<file path="config.mk">
export PLATFORM = sky130hd
export DESIGN_NAME = sdp_spi_datagram_port
export DESIGN_NICKNAME = d
export VERILOG_FILES = /design/src/sdp_pkg.sv /design/src/sdp_spi_datagram_port.sv
export VERILOG_INCLUDE_DIRS = /design/src
export SDC_FILE = /design/constraint.sdc
export NUM_CORES = 1
export LEC_CHECK = 0
export BUFFER_PORTS_ARGS = -buffer_cell sky130_fd_sc_hd__buf_2
export CORE_ASPECT_RATIO = 0.7
export CORE_UTILIZATION = 45
export DETAILED_ROUTE_END_ITERATION = 7
export PLACE_DENSITY_LB_ADDON = 0.08
export SLEW_MARGIN = 20
export SYNTH_ARGS = -nofsm -noshare
export SYNTH_HDL_FRONTEND = slang
export SYNTH_SLANG_ARGS = --single-unit
</file>
<file path="constraint.sdc">
create_clock -name clk -period 14.6 [get_ports clk]
set_clock_uncertainty 0.15 [all_clocks]
set_input_delay 0.73 -clock clk [delete_from_list [all_inputs] [get_ports clk]]
set_output_delay 0.73 -clock clk [all_outputs]
set_load 0.005 [all_outputs]
</file>
<file path="src/sdp_cfg.svh">
// Contract
// - format 1101, cover length zero: currents and covers
// - format 1100, cover length zero: covers, automatic only
// - poll spacing is two-power exponent times block time
// - step/direction mode sends own polling datagrams
// - step/direction mode sends scaling datagrams
// - every datagram is forty bits long
// - cover sent once, done event after transfer
// - cover reply split into high and low registers
// - current mode: done event after current datagrams
// - done event after polling datagrams too
// - restriction bit limits done event to covers
`ifndef SDP_CFG_SVH
`define SDP_CFG_SVH

`define SDP_ADDR_CONFIG      8'h04
`define SDP_ADDR_TIMING      8'h10
`define SDP_ADDR_COVER_LOW   8'h6C
`define SDP_ADDR_COVER_HIGH  8'h6D

`define SDP_CONFIG_RESET     32'h0000_0000
`define SDP_TIMING_RESET     32'h0000_0000

`define SDP_FMT_LSB          0
`define SDP_FMT_MSB          3
`define SDP_SCALE_EN_BIT     5
`define SDP_POLL_DIS_BIT     6
`define SDP_POLL_EXP_LSB     8
`define SDP_POLL_EXP_MSB     11
`define SDP_DONE_COVERS_BIT  12
`define SDP_COVER_LEN_LSB    13
`define SDP_COVER_LEN_MSB    19

`define SDP_FMT_SPI_MODE     4'hD
`define SDP_FMT_SD_MODE      4'hC

`define SDP_DGRAM_BITS       40
`define SDP_ADDR_BITS        8
`define SDP_POLL_ADDR        8'h6F

`endif

</file>
<file path="src/sdp_pkg.sv">
package sdp_pkg;

  typedef enum logic [1:0] {
    SDP_IDLE,
    SDP_SHIFT,
    SDP_GAP
  } sdp_state_t;

  typedef enum logic [1:0] {
    SDP_KIND_COVER,
    SDP_KIND_CURRENT,
    SDP_KIND_SCALE,
    SDP_KIND_POLL
  } sdp_kind_t;

endpackage

</file>
<file path="src/sdp_spi_datagram_port.sv">
`timescale 1ns/100ps
`default_nettype none
`include "sdp_cfg.svh"

module sdp_spi_datagram_port
  import sdp_pkg::*;
#(
  parameter int SCK_HALF    = 4,
  parameter int BLOCK_TIME  = 64,
  parameter int GAP_CYCLES  = 8,
  parameter int REPLY_WIDTH = `SDP_DGRAM_BITS
) (
  // clock and reset
  input  wire logic                    clk,
  input  wire logic                    rst,
  // register port
  input  wire logic                    regWr,
  input  wire logic [7:0]              regAddr,
  input  wire logic [31:0]             regWrData,
  output logic      [31:0]             regRdData,
  // step timing fields toward the step generator
  output logic      [31:0]             stepDirTiming,
  // current datagrams from the sequencer
  input  wire logic                    currentValid,
  output logic                         currentReady,
  input  wire logic [39:0]             currentData,
  // automatic scaling datagrams
  input  wire logic                    scaleValid,
  output logic                         scaleReady,
  input  wire logic [39:0]             scaleData,
  // driver replies
  output logic                         replyValid,
  input  wire logic                    replyReady,
  output logic      [REPLY_WIDTH-1:0]  replyData,
  // events and status
  output logic                         coverDone,
  output logic                         spiMode,
  output logic                         sdMode,
  output logic                         busy,
  // spi pins, miso is the one input
  output logic                         sckOut,
  output logic                         csN,
  output logic                         mosiOut,
  input  wire logic                    misoIn
);

  localparam int DG     = `SDP_DGRAM_BITS;
  localparam int BITW   = $clog2(DG + 1);
  localparam int DIVW   = $clog2(SCK_HALF + 1);
  localparam int GAPW   = $clog2(GAP_CYCLES + 1);
  localparam int PCNTW  = $clog2(BLOCK_TIME + 1) + 16;

  initial begin
    if (SCK_HALF < 3) $error("SCK_HALF below 3 cannot sample the synchronised input");
    if (BLOCK_TIME < 1) $error("BLOCK_TIME must be positive");
    if (GAP_CYCLES < 1) $error("GAP_CYCLES must be positive");
    if (REPLY_WIDTH != DG) $error("REPLY_WIDTH must equal the datagram length");
  end

  // registers
  logic [31:0] configQ;
  logic [31:0] timingQ;
  logic [31:0] coverLowQ;
  logic [7:0]  coverHighQ;
  logic [31:0] replyLowQ;
  logic [7:0]  replyHighQ;
  logic        coverPendingQ;

  always_ff @(posedge clk or posedge rst) begin
    if (rst) begin
      configQ    <= `SDP_CONFIG_RESET;
      timingQ    <= `SDP_TIMING_RESET;
      coverLowQ  <= 32'h0000_0000;
      coverHighQ <= 8'h00;
    end else if (regWr) begin
      case (regAddr)
        `SDP_ADDR_CONFIG:     configQ    <= regWrData;
        `SDP_ADDR_TIMING:     timingQ    <= regWrData;
        `SDP_ADDR_COVER_LOW:  coverLowQ  <= regWrData;
        `SDP_ADDR_COVER_HIGH: coverHighQ <= regWrData[7:0];
        default:              ;
      endcase
    end
  end

  assign stepDirTiming = timingQ;

  logic [3:0] fmt;
  logic       coverLenZero;
  logic [3:0] pollExp;
  logic       doneOnlyCovers;
  logic       pollDisabled;
  logic       scaleEnable;

  assign fmt            = configQ[`SDP_FMT_MSB:`SDP_FMT_LSB];
  assign coverLenZero   = (configQ[`SDP_COVER_LEN_MSB:`SDP_COVER_LEN_LSB] == '0);
  assign pollExp        = configQ[`SDP_POLL_EXP_MSB:`SDP_POLL_EXP_LSB];
  assign doneOnlyCovers = configQ[`SDP_DONE_COVERS_BIT];
  assign pollDisabled   = configQ[`SDP_POLL_DIS_BIT];
  assign scaleEnable    = configQ[`SDP_SCALE_EN_BIT];
  assign spiMode        = (fmt == `SDP_FMT_SPI_MODE) && coverLenZero;
  assign sdMode         = (fmt == `SDP_FMT_SD_MODE) && coverLenZero;

  always_ff @(posedge clk or posedge rst) begin
    if (rst) begin
      regRdData <= 32'h0000_0000;
    end else begin
      case (regAddr)
        `SDP_ADDR_CONFIG:     regRdData <= configQ;
        `SDP_ADDR_TIMING:     regRdData <= timingQ;
        `SDP_ADDR_COVER_LOW:  regRdData <= replyLowQ;
        `SDP_ADDR_COVER_HIGH: regRdData <= {24'h00_0000, replyHighQ};
        default:              regRdData <= 32'h0000_0000;
      endcase
    end
  end

  // miso synchroniser
  logic misoMetaQ;
  logic misoSyncQ;

  always_ff @(posedge clk or posedge rst) begin
    if (rst) begin
      misoMetaQ <= 1'b0;
      misoSyncQ <= 1'b0;
    end else begin
      misoMetaQ <= misoIn;
      misoSyncQ <= misoMetaQ;
    end
  end

  // reply buffer, two entries
  logic [REPLY_WIDTH-1:0] fifoMem [2];
  logic                   wrPtrQ;
  logic                   rdPtrQ;
  logic [1:0]             fifoCntQ;
  logic                   fifoPush;
  logic                   fifoPop;
  logic                   fifoFull;
  logic [DG-1:0]          rxShQ;

  assign fifoFull   = (fifoCntQ == 2'd2);
  assign replyValid = (fifoCntQ != 2'd0);
  assign fifoPop    = replyValid && replyReady;
  assign replyData  = fifoMem[rdPtrQ];

  always_ff @(posedge clk or posedge rst) begin
    if (rst) begin
      fifoMem[0] <= '0;
      fifoMem[1] <= '0;
      wrPtrQ     <= 1'b0;
      rdPtrQ     <= 1'b0;
      fifoCntQ   <= 2'd0;
    end else begin
      if (fifoPush) begin
        // last bit is still on its way into the shifter at this edge
        fifoMem[wrPtrQ] <= {rxShQ[DG-2:0], misoSyncQ};
        wrPtrQ          <= ~wrPtrQ;
      end
      if (fifoPop) begin
        rdPtrQ <= ~rdPtrQ;
      end
      fifoCntQ <= fifoCntQ + {1'b0, fifoPush} - {1'b0, fifoPop};
    end
  end

  // poll interval timer
  logic [PCNTW-1:0] pollCntQ;
  logic [PCNTW-1:0] pollInterval;
  logic             pollDue;
  logic             pollEnable;
  logic             startPoll;

  assign pollEnable   = sdMode && !pollDisabled;
  assign pollInterval = PCNTW'(BLOCK_TIME) << pollExp;
  // start lands on the edge after due, so due is raised one count early
  assign pollDue      = pollEnable && (pollCntQ >= pollInterval - PCNTW'(1));

  always_ff @(posedge clk or posedge rst) begin
    if (rst) begin
      pollCntQ <= '0;
    end else if (!pollEnable || startPoll) begin
      pollCntQ <= '0;
    end else if (!pollDue) begin
      pollCntQ <= pollCntQ + 1'b1;
    end
  end

  // arbitration: cover first, then current, scaling, polling
  sdp_state_t stateQ;
  sdp_kind_t  kindQ;
  sdp_kind_t  kindD;
  logic       canStart;
  logic       startAny;
  logic [DG-1:0] txD;

  assign canStart     = (stateQ == SDP_IDLE) && !fifoFull;
  assign currentReady = canStart && !coverPendingQ && spiMode;
  assign scaleReady   = canStart && !coverPendingQ && sdMode && scaleEnable;
  assign startPoll    = canStart && !coverPendingQ && pollDue
                        && !(sdMode && scaleEnable && scaleValid);
  assign startAny     = (canStart && coverPendingQ) || (currentReady && currentValid)
                        || (scaleReady && scaleValid) || startPoll;

  always_comb begin
    kindD = SDP_KIND_POLL;
    txD   = {`SDP_POLL_ADDR, 32'h0000_0000};
    if (coverPendingQ) begin
      kindD = SDP_KIND_COVER;
      txD   = {coverHighQ, coverLowQ};
    end else if (currentReady && currentValid) begin
      kindD = SDP_KIND_CURRENT;
      txD   = currentData;
    end else if (scaleReady && scaleValid) begin
      kindD = SDP_KIND_SCALE;
      txD   = scaleData;
    end
  end

  // cover request held until the engine takes it; a new write wins over the take
  always_ff @(posedge clk or posedge rst) begin
    if (rst) begin
      coverPendingQ <= 1'b0;
    end else if (regWr && regAddr == `SDP_ADDR_COVER_LOW) begin
      coverPendingQ <= 1'b1;
    end else if (canStart && coverPendingQ) begin
      coverPendingQ <= 1'b0;
    end
  end

  // shift engine
  logic [DG-1:0]   txShQ;
  logic [BITW-1:0] bitCntQ;
  logic [DIVW-1:0] divCntQ;
  logic [GAPW-1:0] gapCntQ;
  logic            halfTick;
  logic            lastFall;

  assign halfTick = (stateQ == SDP_SHIFT) && (divCntQ == DIVW'(SCK_HALF - 1));
  assign lastFall = halfTick && sckOut && (bitCntQ == BITW'(DG - 1));
  assign fifoPush = lastFall;
  assign busy     = (stateQ != SDP_IDLE) || coverPendingQ;
  assign mosiOut  = txShQ[DG-1];

  always_ff @(posedge clk or posedge rst) begin
    if (rst) begin
      stateQ  <= SDP_IDLE;
      kindQ   <= SDP_KIND_POLL;
      txShQ   <= '0;
      rxShQ   <= '0;
      bitCntQ <= '0;
      divCntQ <= '0;
      gapCntQ <= '0;
      sckOut  <= 1'b0;
      csN     <= 1'b1;
    end else begin
      case (stateQ)
        SDP_IDLE: begin
          if (startAny) begin
            stateQ  <= SDP_SHIFT;
            kindQ   <= kindD;
            txShQ   <= txD;
            bitCntQ <= '0;
            divCntQ <= '0;
            csN     <= 1'b0;
          end
        end
        SDP_SHIFT: begin
          if (halfTick) begin
            divCntQ <= '0;
            sckOut  <= ~sckOut;
            if (sckOut) begin
              rxShQ <= {rxShQ[DG-2:0], misoSyncQ};
              txShQ <= {txShQ[DG-2:0], 1'b0};
              bitCntQ <= bitCntQ + 1'b1;
              if (lastFall) begin
                stateQ  <= SDP_GAP;
                gapCntQ <= '0;
                csN     <= 1'b1;
              end
            end
          end else begin
            divCntQ <= divCntQ + 1'b1;
          end
        end
        SDP_GAP: begin
          if (gapCntQ == GAPW'(GAP_CYCLES - 1)) begin
            stateQ <= SDP_IDLE;
          end else begin
            gapCntQ <= gapCntQ + 1'b1;
          end
        end
        default: begin
          stateQ <= SDP_IDLE;
          csN    <= 1'b1;
          sckOut <= 1'b0;
        end
      endcase
    end
  end

  // reply capture and done event
  always_ff @(posedge clk or posedge rst) begin
    if (rst) begin
      replyLowQ  <= 32'h0000_0000;
      replyHighQ <= 8'h00;
    end else if (lastFall && kindQ == SDP_KIND_COVER) begin
      replyHighQ <= rxShQ[DG-2:DG-9];
      replyLowQ  <= {rxShQ[DG-10:0], misoSyncQ};
    end
  end

  always_ff @(posedge clk or posedge rst) begin
    if (rst) begin
      coverDone <= 1'b0;
    end else begin
      case (kindQ)
        SDP_KIND_COVER:   coverDone <= lastFall;
        SDP_KIND_CURRENT: coverDone <= lastFall && !doneOnlyCovers;
        SDP_KIND_POLL:    coverDone <= lastFall && !doneOnlyCovers;
        default:          coverDone <= 1'b0;
      endcase
    end
  end

endmodule

`default_nettype wire

</file>
# Word level (Yosys, flattened, before mapping)
# Cells that the tools add are included.
dict set report op_classes {
  addsub 7
  magnitude_cmp 4
  n_eq_ne 21
  bitwise 7
  muxes 47
  n_shift 1
  reduce_logical 57
}
# cell count
set ops {}
lappend ops {{$mux 40} 10}
lappend ops {{$pmux 32 s4} 1}
lappend ops {{$bwmux 80} 1}
lappend ops {{$pmux 40 s2} 1}
lappend ops {{$mux 23} 2}
lappend ops {{$demux 40 s1} 1}
lappend ops {{$logic_and 1x1->1} 24}
lappend ops {{$add 23x1->23 const B} 1}
lappend ops {{$ge 23x23->1} 1}
lappend ops {{$shl 7x4->23 const A} 1}
lappend ops {{$sub 23x1->23 const B} 1}
lappend ops {{$mux 6} 3}
lappend ops {{$eq 8x7->1 const B} 2}
lappend ops {{$mux 4} 4}
lappend ops {{$reduce_and 5->1} 3}
lappend ops {{$mux 2} 7}
lappend ops {{$reduce_and 2->1} 7}
lappend ops {{$ne 2x2->1 const B} 6}
lappend ops {{$pmux 6 s2} 1}
lappend ops {{$reduce_bool 2->1} 5}
lappend ops {{$eq 4x4->1 const B} 2}
lappend ops {{$eq 8x3->1 const B} 1}
lappend ops {{$eq 8x5->1 const B} 1}
lappend ops {{$mux 1} 8}
lappend ops {{28 further kinds} 50}
dict set report word_totals {
  regBits 385
  word_cells 170
}

# Depth between registers and ports, before layout
dict set report logic_depth {
  ltp_word 12
  depth_mapped 16
  ltp_nobuf 14
}

# Worst setup path before layout
# No wires, ideal clock.
dict set report synth_path {
  path_kind {reg2reg}
  from {register configQ[9]}
  to {register pollCntQ[0]}
  stages_incl_launch_ff 16
  setup_slack_ns 10.956
  path_buffers 4
  arrival_time_ns 3.429
  setup_ns 0.065
  cell_sequence {dfrtp_1 clkbuf_1 nand3b_1 ha_1 clkbuf_1 a22oi_1 o22a_1 ha_1 nand2_1 nor3_1 a31o_2 clkbuf_1 inv_1 a211oi_1 clkbuf_1 mux2_2}
}
dict set report synth_between {
  elab_chain_len 8
  elab_cells_between_ends 9
}
# item line_no
set synth_lines {}
lappend synth_lines {{from (decl)} sdp_spi_datagram_port.sv:61} ;# logic [31:0] configQ;
lappend synth_lines {{from (signal assigned)} sdp_spi_datagram_port.sv:71} ;# configQ <= `SDP_CONFIG_RESET;
lappend synth_lines {{from (signal assigned)} sdp_spi_datagram_port.sv:77} ;# `SDP_ADDR_CONFIG: configQ <= regWrData;
lappend synth_lines {{$shl 7x4->23 *} sdp_spi_datagram_port.sv:175} ;# assign pollInterval = PCNTW'(BLOCK_TIME) << pollExp;
lappend synth_lines {{$sub 23x1->23 *} sdp_spi_datagram_port.sv:177} ;# assign pollDue = pollEnable && (pollCntQ >= pollInterval - PCNTW'(1));
lappend synth_lines {{$ge 23x23->1 *} sdp_spi_datagram_port.sv:177}
lappend synth_lines {{$logic_and 1x1->1 *} sdp_spi_datagram_port.sv:177}
lappend synth_lines {{$logic_and 1x1->1} sdp_spi_datagram_port.sv:200} ;# assign startPoll = canStart && !coverPendingQ && pollDue
lappend synth_lines {{$logic_and 1x1->1} sdp_spi_datagram_port.sv:201} ;# && !(sdMode && scaleEnable && scaleValid);
lappend synth_lines {{$logic_or 1x1->1} sdp_spi_datagram_port.sv:182} ;# end else if (!pollEnable || startPoll) begin
lappend synth_lines {{$ne 2x1->1 (no line) / $mux 23 (equally long branches)} --}
lappend synth_lines {{to (signal assigned)} sdp_spi_datagram_port.sv:185} ;# pollCntQ <= pollCntQ + 1'b1;
lappend synth_lines {{to (decl)} sdp_spi_datagram_port.sv:168} ;# logic [PCNTW-1:0] pollCntQ;
# Every way passes the cells marked *; elsewhere a longest branch is shown, timed or not.
# A chain may end at the register's enable or synchronous reset.

# Worst setup path in the final report
dict set report layout_path {
  from {register configQ[11]}
  to {register kindQ[0]}
}
dict set report layout_between {
  elab_chain_len 8
}
# item line_no
set layout_lines {}
lappend layout_lines {{$shl 7x4->23} sdp_spi_datagram_port.sv:175}
lappend layout_lines {{$sub 23x1->23} sdp_spi_datagram_port.sv:177}
lappend layout_lines {{$ge 23x23->1} sdp_spi_datagram_port.sv:177}
lappend layout_lines {{$logic_and 1x1->1} sdp_spi_datagram_port.sv:177}
lappend layout_lines {{$logic_and 1x1->1} sdp_spi_datagram_port.sv:200}
lappend layout_lines {{$logic_and 1x1->1} sdp_spi_datagram_port.sv:201}
lappend layout_lines {{$logic_or 1x1->1} sdp_spi_datagram_port.sv:203} ;# || (scaleReady && scaleValid) || startPoll;
lappend layout_lines {{$reduce_and 2->1 (no line)} --}
lappend layout_lines {{to (signal assigned)} sdp_spi_datagram_port.sv:261} ;# kindQ <= kindD;
lappend layout_lines {{to (decl)} sdp_spi_datagram_port.sv:191} ;# sdp_kind_t kindQ;
# Every way passes these cells.

==> metrics.txt <==
area share of the largest cell type after synthesis 54.35%; antenna violation net count after detailed routing 0; number of top-level design ports 241; nets 1888; startpoint class of the critical path flop; floorplan die width 238.3 um; Clk Latency, worst-skew pair 0.56 ns; most repeated cell in the gate-level netlist after synthesis dfrtp_1; initial standard-cell utilization of the core 45.76%; highest clock rate 217.4 MHz; kind of end point of the critical path flop; Post-synth top flop dfrtp_1; fraction of the yosys area taken by sequential cells 54.80%; Wirelength per Cell 21.44 um; CTS tree built; cts bufs inserted 41; count of different cell masters after synthesis 59; via count of the first global-routing pass 12670; post-synthesis to final-layout area growth 17.71%; power density over the cells 113.8 nW/um2; number of warning messages in the yosys log 0; post-cts sizing count 0; slew at the pin closest to its max-slew limit 1.100 ns; Diodes inserted 0; mean area per synthesized cell 11.50 um2; 1st-pass router iterations 5; RSZ-0062 raised after global routing false; share of final-layout standard cells stronger than drive strength 1 32.82%; endpoint required time on the critical path 14.92 ns; total power of the final layout 2356 uW; Residual DRC 0; post-route cell area 20700 um2; number of storage elements in the synthesis netlist 385; Maximum Capacitance Violations 0; Worst Setup Path Type flop to flop; total routing resource utilization after global routing 24.95%; Setup-failing EPs final 0; worst slew margin relative to its limit 25.97%; largest fanout on the critical path 45; number of buffer cells added on primary ports 240; Clock Tree Root clkbuf_16; static leakage power 0.01064 uW; RePlAce Congestion 0.8373; net count after synthesis 1680; Std-Cell Rows 60; leading cell types by total area after synthesis dfrtp_1 54%, mux2_2 15%, nand2_1 5.0%; Slew Limit Fails 0; number of synthesized flops with an enable pin 0; via density per instance 5.578; Total Negative Setup Slacks 0 ns; result of the run completed; filler instances 3392; total grt overflow 0; Die H 167.4 um; Clock Path Buffers 3; path category of the worst min-delay check primary input to flop; standard cell core area 38440 um2; # clock sinks 385; final hold violation count 0; Clk pin slew, worst setup/hold paths 0.06 ns; global-route wire length before repair 76380 um; largest net degree at the start of global routing 184; total half-perimeter wirelength after legalization and detailed placement 32810 um; cell taking the most area after synthesis dfrtp_1; time the final worst path needs with I/O delays and setup 4.600 ns; final-layout worst hold slack 0.1364 ns; async set-reset flop share out of synthesis 100.0%; Total Die Area 39890 um2; critical path arrival 4.92 ns; Routed Wire Length 49180 um; top cells by instance count after synthesis 382 x dfrtp_1, 234 x nand2_1, 227 x mux2_2; post-detailed-placement cell area 19260 um2; number of buffers inserted by hold repair at cts 0; gate count of the mapped netlist 1529; DRC violation total after the first TritonRoute iteration 1084; CTS HTree Levels 2; Post-Synthesis Cell Area 17590 um2; via count 12800; share of the cycle needed by the critical path after routing 31.50%; VDD IR max 78.94 uV; setup fix buffers added after clock tree synthesis 0; initial antenna violation count 2
[where the power goes]
part | internal, uW | switching [uW] | total (uW) | leakage, uW
clock | 656 | 438 | 1090 | 0.000695
combinational | 63.7 | 95.4 | 159 | 0.00467
sequential | 1090 | 15.8 | 1100 | 0.00527
[layer usage]
metal / global-route usage [%] / vias up / routed length (um) / share of wire, %
met2: 36.52 / 352 / 21040 / 43
met4: 6.104 / 0 / 1050 / 2.1
met3: 4.517 / 60 / 2757 / 5.6
li1: - / 5942 / - / -
met5: 0 / - / 0 / 0
met1: 38.14 / 6443 / 24330 / 49
[cell usage in the layout (no fill, tap or decap), types with 8 or more instances in the layout]
cell / instances
a21oi_1: 13
nand2_1: 233
mux2_1: 40
nand3_1: 49
buf_4: 22
a21o_1: 10
nor2_1: 35
a221o_1: 46
nor3_1: 11
nand4_1: 12
ha_1: 24
a222oi_1: 16
clkbuf_1: 10
o21a_1: 8
o211ai_1: 13
mux2_2: 227
nor4_1: 17
o31ai_1: 35
and3_1: 10
a22oi_1: 18
dfrtp_1: 381
clkbuf_16: 42
buf_2: 240
inv_1: 60
o21ai_0: 60
[final timing paths]
kind | startpoint | to | slack (ns) | depth (start not counted)
max | configQ[11] | kindQ[0] | 10.00 | 16
min | misoIn | misoMetaQ | 0.14 | 1
max reg2reg | configQ[11] | kindQ[0] | 10.00 | 16
min reg2reg | misoMetaQ | misoSyncQ | 0.20 | 0
max in group asynchronous | rst | fifoMem[18] | 12.60 | 3
min in group asynchronous | rst | coverHighQ[1] | 0.20 | 2
[layout make-up]
class | count | area, um2 | area share (%)
Multi-Input combinational cell | 983 | 7340 | 35.45
Clock buffer | 59 | 1185 | 5.723
Timing Repair Buffer | 264 | 1414 | 6.829
Tap cell | 527 | 659.4 | 3.185
Sequential cell | 385 | 9639 | 46.56
Inverter | 62 | 240.2 | 1.160
Clock inverter | 14 | 225.2 | 1.088
[kinds of logic after synthesis]
family	Yosys count	share of synthesized area [%]
adder cells (fa/ha/maj)	24	1.707
multiplexers	269	17.21
XOR/XNOR	9	0.4481
AO/OA/AOI/OAI	261	11.20
buffers and inverters	161	3.742
AND/OR/NAND/NOR	419	10.87
other	1	0.02132
flip-flops	385	54.80
[critical path, stage by stage (launching register included)]
cell and delay (ns):
dfrtp_1 0.53, nor2_1 0.31, nand3b_1 0.12, ha_1 0.37
or2_2 0.35, o21ai_0 0.16, a22o_1 0.15, a21oi_1 0.07
ha_1 0.32, nand2_1 0.05, nor3_1 0.19, nand2_1 0.13
o31ai_2 0.24, buf_4 0.34, o31a_1 0.16, buf_4 0.45
mux2_2 0.39
[flip-flops by register name, indices dropped and copies added, names as in the netlist, 3 cells and up]
register and count:
txShQ 40, rxShQ 39, coverLowQ 32, pollCntQ 23
fifoMem 80, gapCntQ 4, replyHighQ 8, coverHighQ 8
configQ 32, divCntQ 3, regRdData 32, replyLowQ 32
stepDirTiming 32, bitCntQ 6
[per-stage QoR]
step | utilization (%) | setup slack, ns | instances
6_report | 53.86 | 10.00 | 2294
3_3_place_gp | 50.10 | 10.08 | 2220
5_1_grt | 53.86 | 9.637 | 2294
4_1_cts | 53.77 | 10.06 | 2293
3_5_place_dp | 50.10 | 10.07 | 2220
2_1_floorplan | - | 3.026 | 1529
Power figures use the tool's default switching activity.
